## config.mk

```make
export PLATFORM = sky130hd
export DESIGN_NAME = tap_data_regs
export DESIGN_NICKNAME = d
export VERILOG_FILES = /design/src/design/sync2.v /design/src/design/pin_scan_cell.v /design/src/design/tap_data_regs.v
export VERILOG_INCLUDE_DIRS = /design/src /design/src/inc
export SDC_FILE = /design/constraint.sdc
export NUM_CORES = 1
export LEC_CHECK = 0
export BUFFER_PORTS_ARGS = -buffer_cell sky130_fd_sc_hd__buf_2
export CORE_MARGIN = 2
export CORE_UTILIZATION = 45
export CTS_BUF_LIST = sky130_fd_sc_hd__clkbuf_16
export DETAILED_ROUTE_END_ITERATION = 8
export GPL_ROUTABILITY_DRIVEN = 0
export PLACE_DENSITY = 0.76
export SETUP_SLACK_MARGIN = 0.15
export SYNTH_ARGS = -nofsm -noshare
export SYNTH_HDL_FRONTEND = slang
export SYNTH_SLANG_ARGS = --single-unit
```

## constraint.sdc

```tcl
create_clock -name MCLK -period 2.1 [get_ports MCLK]
set_clock_uncertainty 0.05 [all_clocks]
set_input_delay 0.315 -clock MCLK [delete_from_list [all_inputs] [get_ports MCLK]]
set_output_delay 0.315 -clock MCLK [all_outputs]
set_load 0.1 [all_outputs]
```

## src/inc/tap_dr_defines.vh

```
`ifndef TAP_DR_DEFINES_VH
`define TAP_DR_DEFINES_VH

// ==========================================
// Instruction register
// ==========================================
`define IR_W        4
`define IR_SAMPLE   4'h1
`define IR_IDCODE   4'h2
`define IR_EXTEST   4'h3
`define IR_VCMD     4'h7
`define IR_BYPASS   4'hF
// Pattern loaded on Capture-IR
`define IR_CAPT     4'h1
// Instruction after reset or Test-Logic-Reset
`define IR_RST      4'h2

// ==========================================
// Data registers
// ==========================================
`define CMD_W       8
`define CMD_RST     8'h00
`define ID_W        32
`define ID_PART_W   14
`define ID_VER_W    6
`define ID_MFR_W    11
`define CELL_BITS   3

// ==========================================
// Data path select codes
// ==========================================
`define PATH_BYP    2'h0
`define PATH_ID     2'h1
`define PATH_CMD    2'h2
`define PATH_BSR    2'h3

// ==========================================
// Timing
// ==========================================
// MCLK edges after reset before TCK edges count
`define SETTLE_CNT  2'h3

`endif

```

## src/design/sync2.v

```verilog
`timescale 1ns/1ps

// ==========================================
// Two-stage level synchroniser
// ==========================================
module sync2 #(
    parameter W = 1
) (
    // Clock and reset
    input  wire         clk,
    input  wire         rst,
    // Asynchronous level in, synchronised out
    input  wire [W-1:0] d,
    output wire [W-1:0] q
);

    reg [W-1:0] meta_r;  // First stage, read only by second
    reg [W-1:0] sync_r;  // Second stage, safe to use

    // Plain two-flop chain
    always @(posedge clk) begin
        if (rst) begin
            meta_r <= {W{1'b0}};
            sync_r <= {W{1'b0}};
        end else begin
            meta_r <= d;
            sync_r <= meta_r;
        end
    end

    assign q = sync_r;

endmodule // sync2

```

## src/design/pin_scan_cell.v

```verilog
`timescale 1ns/1ps
`include "tap_dr_defines.vh"

// ==========================================
// One boundary cell: three capture stages,
// two holding stages, registered pin drive
// ==========================================
module pin_scan_cell (
    // Clock and reset
    input  wire clk,
    input  wire rst,
    // Strobes from the TAP side
    input  wire cap,
    input  wire shift,
    input  wire upd,
    input  wire extest,
    // Serial chain
    input  wire scan_in,
    output wire scan_out,
    // Core and pin side
    input  wire core_out,
    input  wire core_oe,
    input  wire pad_in,
    output reg  pad_out_r,
    output reg  pad_oe_r
);

    reg [`CELL_BITS-1:0] cap_r;    // {out, oe, in}
    reg                  hold_o_r; // Held output value
    reg                  hold_e_r; // Held output enable

    // Capture and shift stages
    always @(posedge clk) begin
        if (rst) begin
            cap_r <= {`CELL_BITS{1'b0}};
        end else if (cap) begin
            // Out stage, oe stage, input buffer
            cap_r <= {core_out, core_oe, pad_in};
        end else if (shift) begin
            cap_r <= {scan_in, cap_r[2:1]};
        end
    end

    // Holding stages load on Update-DR
    always @(posedge clk) begin
        if (rst) begin
            hold_o_r <= 1'b0;
            hold_e_r <= 1'b0;
        end else if (upd) begin
            hold_o_r <= cap_r[2];
            hold_e_r <= cap_r[1];
        end
    end

    // Override the driver only under external test
    always @(posedge clk) begin
        if (rst) begin
            pad_out_r <= 1'b0;
            pad_oe_r  <= 1'b0;
        end else begin
            pad_out_r <= extest ? hold_o_r : core_out;
            pad_oe_r  <= extest ? hold_e_r : core_oe;
        end
    end

    assign scan_out = cap_r[0];

endmodule // pin_scan_cell

```

## src/design/tap_data_regs.v

```verilog
`timescale 1ns/1ps
`include "tap_dr_defines.vh"

// Summary of operation
// - Four-bit serial instruction selects data path
// - Latched instruction changes on Update-IR/reset only
// - No register visible in processor memory
// - Bypass gives shortest TDI to TDO path
// - Eight-bit command register, latched output
// - 32-bit ID with 11-bit maker field
// - One three-stage scan cell per pin
// - Sample or extest puts chain in path
// - Chain length is three times pin count
// - Supply and test pins have no cell
// - Cell: three capture, two holding stages
// - Capture stages chained, sample pin values
// - First stage captures or drives output
// - Second stage captures or drives enable
// - Third stage captures pin input buffer
// - TAP strobes control capture and shift
// - Code 0Fh selects bypass
// - Code 01h samples pins on Capture-DR
// - Code 03h drives and captures pins
// - Code 02h shifts out identification

// ==========================================
// Instruction and data registers of the
// boundary-scan port, sampled from TCK
// ==========================================
module tap_data_regs #(
    parameter        NPINS   = 50,
    parameter [13:0] PART_NO = 14'h0123,  // Arbitrary value
    parameter [5:0]  VER_NO  = 6'h01,     // Arbitrary value
    parameter [10:0] MFR_NO  = 11'h155    // Arbitrary value
) (
    // System clock and reset
    input  wire             MCLK,
    input  wire             SYS_RST,
    // Test port pins
    input  wire             TCK,
    input  wire             TDI,
    output wire             TDO,
    output wire             TDO_OE_N,
    // TAP controller state strobes
    input  wire             TAP_RESET,
    input  wire             CAPTURE_IR,
    input  wire             SHIFT_IR,
    input  wire             UPDATE_IR,
    input  wire             CAPTURE_DR,
    input  wire             SHIFT_DR,
    input  wire             UPDATE_DR,
    // Static enable from configuration
    input  wire             TEST_PORT_ENABLE_FUSE,
    // Core side of the scanned pins
    input  wire [NPINS-1:0] CORE_OUT,
    input  wire [NPINS-1:0] CORE_OE,
    input  wire [NPINS-1:0] PAD_IN,
    // Pin driver side
    output wire [NPINS-1:0] PAD_OUT,
    output wire [NPINS-1:0] PAD_OE,
    // Latched instruction and command
    output wire [3:0]       ACTIVE_INSTR,
    output wire [7:0]       VENDOR_CMD
);

    // ==========================================
    // Decode
    // ==========================================

    // Map an instruction to its data path
    // Unknown codes fall back to bypass
    function [1:0] path_of;
        input [`IR_W-1:0] ir;
        begin
            case (ir)
                `IR_BYPASS: path_of = `PATH_BYP;
                `IR_SAMPLE: path_of = `PATH_BSR;
                `IR_EXTEST: path_of = `PATH_BSR;
                `IR_IDCODE: path_of = `PATH_ID;
                `IR_VCMD:   path_of = `PATH_CMD;
                default:    path_of = `PATH_BYP;
            endcase
        end
    endfunction

    // ==========================================
    // Synchronisers
    // ==========================================

    // Pins and strobes all come from TCK logic
    // or the board, so each gets two flops
    localparam NS = 10;

    wire [NS-1:0]    raw_w;     // Bundle before sync
    wire [NS-1:0]    syn_w;     // Bundle after sync
    wire [NPINS-1:0] pad_in_s;  // Synced pin inputs

    assign raw_w = {TEST_PORT_ENABLE_FUSE, TAP_RESET,
                    CAPTURE_IR, SHIFT_IR, UPDATE_IR,
                    CAPTURE_DR, SHIFT_DR, UPDATE_DR,
                    TDI, TCK};

    // Control and clock bundle
    sync2 #(
        .W (NS)
    ) u_sync_ctl (
        .clk (MCLK),
        .rst (SYS_RST),
        .d   (raw_w),
        .q   (syn_w)
    );

    // Pin input buffers
    sync2 #(
        .W (NPINS)
    ) u_sync_pad (
        .clk (MCLK),
        .rst (SYS_RST),
        .d   (PAD_IN),
        .q   (pad_in_s)
    );

    // Named views of the synced bundle
    wire en_s     = syn_w[9];  // Port enabled
    wire tlr_s    = syn_w[8];  // Test-Logic-Reset
    wire cap_ir_s = syn_w[7];
    wire sh_ir_s  = syn_w[6];
    wire up_ir_s  = syn_w[5];
    wire cap_dr_s = syn_w[4];
    wire sh_dr_s  = syn_w[3];
    wire up_dr_s  = syn_w[2];
    wire tdi_s    = syn_w[1];
    wire tck_s    = syn_w[0];

    // ==========================================
    // TCK edge detection
    // ==========================================

    reg       tck_d_r;   // TCK one MCLK ago
    reg [1:0] settle_r;  // MCLK edges since reset, saturating

    // Edges are found from the synced copy only
    always @(posedge MCLK) begin
        if (SYS_RST) begin
            tck_d_r  <= 1'b0;
            settle_r <= 2'h0;
        end else begin
            tck_d_r  <= tck_s;
            // Count up until the sync pipeline is full
            if (settle_r != `SETTLE_CNT) begin
                settle_r <= settle_r + 2'h1;
            end
        end
    end

    // The synchroniser leaves reset at zero while TCK
    // parks high, which would look like a rise; edges
    // are ignored until the pipeline has refilled, so
    // a real edge that early after reset is lost
    wire tck_ok   = (settle_r == `SETTLE_CNT);

    // Disabled port ignores every TCK edge
    wire tck_rise = tck_ok & en_s & tck_s & ~tck_d_r;
    wire tck_fall = tck_ok & ~tck_s & tck_d_r;

    // ==========================================
    // Instruction register
    // ==========================================

    reg [`IR_W-1:0] ir_sh_r;  // Shift stages
    reg [`IR_W-1:0] ir_r;     // Latched instruction

    // Shift stages move on Capture/Shift-IR;
    // the latch moves only on Update-IR or TLR
    always @(posedge MCLK) begin
        if (SYS_RST) begin
            ir_sh_r <= `IR_CAPT;
            ir_r    <= `IR_RST;
        end else if (tck_rise) begin
            if (tlr_s) begin
                // Soft reset wins over all else
                ir_r <= `IR_RST;
            end else if (cap_ir_s) begin
                ir_sh_r <= `IR_CAPT;
            end else if (sh_ir_s) begin
                // Least significant bit first
                ir_sh_r <= {tdi_s, ir_sh_r[3:1]};
            end else if (up_ir_s) begin
                ir_r <= ir_sh_r;
            end
        end
    end

    wire [1:0] path_w = path_of(ir_r);  // Active path
    wire bsr_sel  = (path_w == `PATH_BSR);
    wire extest_w = en_s & (ir_r == `IR_EXTEST);

    // ==========================================
    // Bypass register
    // ==========================================

    reg byp_r;  // Single stage

    // Captures zero so a tester sees it
    always @(posedge MCLK) begin
        if (SYS_RST) begin
            byp_r <= 1'b0;
        end else if (tck_rise && path_w == `PATH_BYP) begin
            if (cap_dr_s) begin
                byp_r <= 1'b0;
            end else if (sh_dr_s) begin
                byp_r <= tdi_s;
            end
        end
    end

    // ==========================================
    // Identification register
    // ==========================================

    // Bit zero stays one: tells ID from bypass
    wire [`ID_W-1:0] id_val = {PART_NO, VER_NO,
                               MFR_NO, 1'b1};

    reg [`ID_W-1:0] id_sh_r;  // ID shift stages

    // Reloaded on each Capture-DR
    always @(posedge MCLK) begin
        if (SYS_RST) begin
            id_sh_r <= id_val;
        end else if (tck_rise && path_w == `PATH_ID) begin
            if (cap_dr_s) begin
                id_sh_r <= id_val;
            end else if (sh_dr_s) begin
                id_sh_r <= {tdi_s, id_sh_r[31:1]};
            end
        end
    end

    // ==========================================
    // Vendor command register
    // ==========================================

    reg [`CMD_W-1:0] cmd_sh_r;  // Command shift
    reg [`CMD_W-1:0] cmd_r;     // Latched command

    // The latch hides shifting patterns from
    // whatever logic decodes the command
    always @(posedge MCLK) begin
        if (SYS_RST) begin
            cmd_sh_r <= `CMD_RST;
            cmd_r    <= `CMD_RST;
        end else if (tck_rise && path_w == `PATH_CMD) begin
            if (cap_dr_s) begin
                // Echo the live command back out
                cmd_sh_r <= cmd_r;
            end else if (sh_dr_s) begin
                cmd_sh_r <= {tdi_s, cmd_sh_r[7:1]};
            end else if (up_dr_s) begin
                cmd_r <= cmd_sh_r;
            end
        end
    end

    // ==========================================
    // Boundary scan register
    // ==========================================

    // Strobes into every cell, one MCLK long
    wire bs_cap = tck_rise & bsr_sel & cap_dr_s;
    wire bs_sh  = tck_rise & bsr_sel & sh_dr_s;
    wire bs_upd = tck_rise & bsr_sel & up_dr_s;

    wire [NPINS:0] chain_w;  // Links between cells

    // TDI enters the top cell, TDO leaves cell 0
    assign chain_w[NPINS] = tdi_s;

    // Only pins handed in here get cells; the
    // test port pins and supplies stay outside
    genvar g;
    generate
        for (g = 0; g < NPINS; g = g + 1) begin : g_cell
            // Three bits per pin: 3*NPINS total
            pin_scan_cell u_cell (
                .clk       (MCLK),
                .rst       (SYS_RST),
                .cap       (bs_cap),
                .shift     (bs_sh),
                .upd       (bs_upd),
                .extest    (extest_w),
                .scan_in   (chain_w[g+1]),
                .scan_out  (chain_w[g]),
                .core_out  (CORE_OUT[g]),
                .core_oe   (CORE_OE[g]),
                .pad_in    (pad_in_s[g]),
                .pad_out_r (PAD_OUT[g]),
                .pad_oe_r  (PAD_OE[g])
            );
        end
    endgenerate

    // ==========================================
    // Serial output
    // ==========================================

    reg dr_tdo;  // Selected data path bit

    // Pick the tail of the active data path
    always @* begin
        case (path_w)
            `PATH_ID:  dr_tdo = id_sh_r[0];
            `PATH_CMD: dr_tdo = cmd_sh_r[0];
            `PATH_BSR: dr_tdo = chain_w[0];
            default:   dr_tdo = byp_r;
        endcase
    end

    reg tdo_r;     // Output bit
    reg tdo_oe_n_r; // Low while driving

    // TDO moves on falling TCK so the tester
    // samples a settled bit on the next rise
    always @(posedge MCLK) begin
        if (SYS_RST) begin
            tdo_r      <= 1'b0;
            tdo_oe_n_r <= 1'b1;
        end else if (!en_s) begin
            // Port off: release the pin
            tdo_oe_n_r <= 1'b1;
        end else if (tck_fall) begin
            tdo_r      <= sh_ir_s ? ir_sh_r[0] : dr_tdo;
            tdo_oe_n_r <= ~(sh_ir_s | sh_dr_s);
        end
    end

    // ==========================================
    // Outputs
    // ==========================================

    // Reached only through the pins, never
    // through any processor bus
    assign TDO          = tdo_r;
    assign TDO_OE_N     = tdo_oe_n_r;
    assign ACTIVE_INSTR = ir_r;
    assign VENDOR_CMD   = cmd_r;

endmodule // tap_data_regs

```

==> metrics <==
most common cell after layout, fill and taps aside nand2_1; Critical-path top delay cell dfxtp_4; initial antenna violation count 3; post-DR wirelength/cell approximately 17 um; Seq cells post-synth 532; WP buf/inv 3; Die Y-Extent 209.1 um; Post-Syn Area 18,930 sq um; IO Pins 276; CTS sink count ~530; Residual DRC 0; Reg clk slew, reported paths 0.06 ns; Post-synth top flop dfxtp_1; largest net degree at the start of global routing 113; initial DRC count 1,468; root buf cell clkbuf_16; Setup violations, final 0; Async S/R FF share, synth 0%; Congestion Overflow GR 0; Hold Vio Cnt, Final 0; synth warn 0; Core Util, Final 56.46%; final antenna-violating net count 0; Post-synth EDFFs 0; unrepaired setup endpoints after global routing no; CP peak stage delay 0.39 ns; initial core utilization 45.34%; Mapped Nets 2,344; crit end category flop; WL final 51,260 um; slew of the pin with the lowest slew margin between 0.5 and 0.6 ns; Std-Cell Rows 75; H-tree depth 2; Via density between 5 and 6; worst rel slew slack a little under two thirds; Setup Crit Path Kind flop to flop; HPWL after DPL 28,510 um; most frequent cells in the layout nand2_1 (577), dfxtp_1 (526), buf_2 (274); fmax 0.5312 GHz; Die Area 43,730 sq um; pre-CTS setup slack 0.1503 ns; area grow syn2layout 24.52%; Critical Path, Cell by Cell nor3b_4, buf_4, and3_4, buf_12, clkbuf_16, nand2_1, a21oi_1; Final nets 2,617; Longest Clk Path Bufs 3; GR Util All Layers 21.77%; Avg Inst Size Synth 8.681 sq um; Post-Route Setup TNS 0 ns; Hold WC Path Type input pin to flop; startpoint types flop; Pleak 9.134 nW; chip width 209.1 um; vias in the first global route approximately 16,000; overall power 21.16 mW; share of post-route cells with drive strength above 1 16.76%; fin area 23,580 sq um; peak supply drop 824.1 uV; Max Cap Violations 0; CP top delay family simple AND/OR/NAND/NOR gates; Final Max Tran Viols 0; core area 41,760 sq um; PnR worst setup slack 0.2176 ns; drt pass-1 iters 5; Unique masters post-synth 40; first-pass GRT wire length 78,290 um; min Tclk post-route 1.882 ns; dpl cell area 20,110 sq um; CTS tree yes; Data arrival, critical path around 2.3 ns; CTS buffer count 52; Vias 16,070; Seq/Total Area, Yosys 56.25%; worst path required time 2.55 ns; status complete, no violations; I/O Buffers 275; Crit Path Max Fanout 26; Gate Count Post-Synth 2,181; fin crit share approximately 90%; clock latency on the worst-skew pair 0.59 ns; Pwr per Cell Area 897.5 nW/um^2
-- sequential cells by signal, indices dropped and copies added (netlist names), 10 cells and up --
name / count
g_cell.u_cell.pad_out_r: 50
g_cell.u_cell.hold_e_r: 50
u_sync_pad.meta_r: 50
g_cell.u_cell.cap_r: 150
u_sync_ctl.q: 10
g_cell.u_cell.pad_oe_r: 50
id_sh_r: 32
u_sync_pad.q: 50
g_cell.u_cell.hold_o_r: 50
u_sync_ctl.meta_r: 10
-- area by class of cell --
cell class                 count  area (sq um)
inverter                       4         20.02
clock buffer                  53          1326
antenna                        1         2.502
tap                          539         674.4
clock inverter                41         304.0
sequential                   532         10660
fill                        3446         18180
multi-input combinational   1377          6777
timing repair buffer         487          3809
-- metal layers --
| layer | vias up | global-route usage (%) | wire (um) |
|---|---|---|---|
| li1 | 7737 | - | - |
| met1 | 7538 | 27.27 | 21540 |
| met2 | 674 | 36.64 | 24730 |
| met3 | 116 | 4.929 | 3533 |
| met4 | 4 | 8.177 | 1432 |
| met5 | - | 0 | 18 |
-- worst reg2reg max path: cells and delay by family (launching register included) --
kind                   cells  cell delay, ns
buffers and inverters      3            0.59
AO/OA/AOI/OAI              1            0.14
AND/OR/NAND/NOR            3            0.64
flip-flops                 1            0.39
-- stage by stage --
stage	hold slack, ns	std cells
after detailed placement	0.3704	2768
after global placement	0.3684	2768
after CTS	0.1119	3022
final	0.1609	3034
after global routing	0.1528	3034
after floorplan	0.3638	2181
-- power breakdown --
part,switching [mW],internal [mW]
Clock,3.86,5.07
Sequential,0.0795,10.3
Combinational,1.29,0.550
Total,5.23,15.9
-- cell usage after synthesis (2+ instances only) --
library cell  instances  share of area, %
a211oi_1              8              0.32
a21oi_1             231               6.1
and3_1                4              0.13
buf_1                 3             0.059
buf_2                44               1.2
buf_4               111               4.4
buf_6                11              0.65
clkbuf_1             99               2.0
dfxtp_1             532                56
inv_1                 3             0.059
mux2i_1              18              0.95
nand2_1             577                11
nand2b_1              4              0.13
nand3_1              25              0.66
nand3b_1              4              0.16
nand4b_1              6              0.28
nor2_1               31              0.61
nor2b_1             122               4.0
nor3_1               13              0.34
nor3b_1               3              0.12
nor4b_1               2             0.093
o21ai_0              64               1.7
o21ai_1             100               2.6
o22ai_1             150               5.0
-- kinds of logic after synthesis --
kind of cell	after synthesis	synth area share [%]
flip-flops	532	56.25
buffers and inverters	272	8.320
AND/OR/NAND/NOR	799	18.41
XOR/XNOR	1	0.04627
AO/OA/AOI/OAI	558	15.95
adder cells (fa/ha/maj)	1	0.06607
multiplexers	18	0.9516
-- worst paths after layout --
kind         slack [ns]             startpoint                          to  cells past startpoint
max reg2reg        0.22        ACTIVE_INSTR[0]  g_cell[49].u_cell.hold_e_r                      7
min reg2reg        0.37  u_sync_pad.meta_r[41]            u_sync_pad.q[41]                      1
max                0.22        ACTIVE_INSTR[0]  g_cell[49].u_cell.hold_e_r                      7
min                0.16                SYS_RST             ACTIVE_INSTR[1]                      4
-- timing repair --
item	CTS	global route
buffers inserted	0	5
gates resized for setup	0	16
setup endpoints to repair	1	157
pin swaps	0	5
cloned	0	6
hold buffers	160	0
endpoints found under the hold margin	241	0
Power figures use the tool's default switching activity.
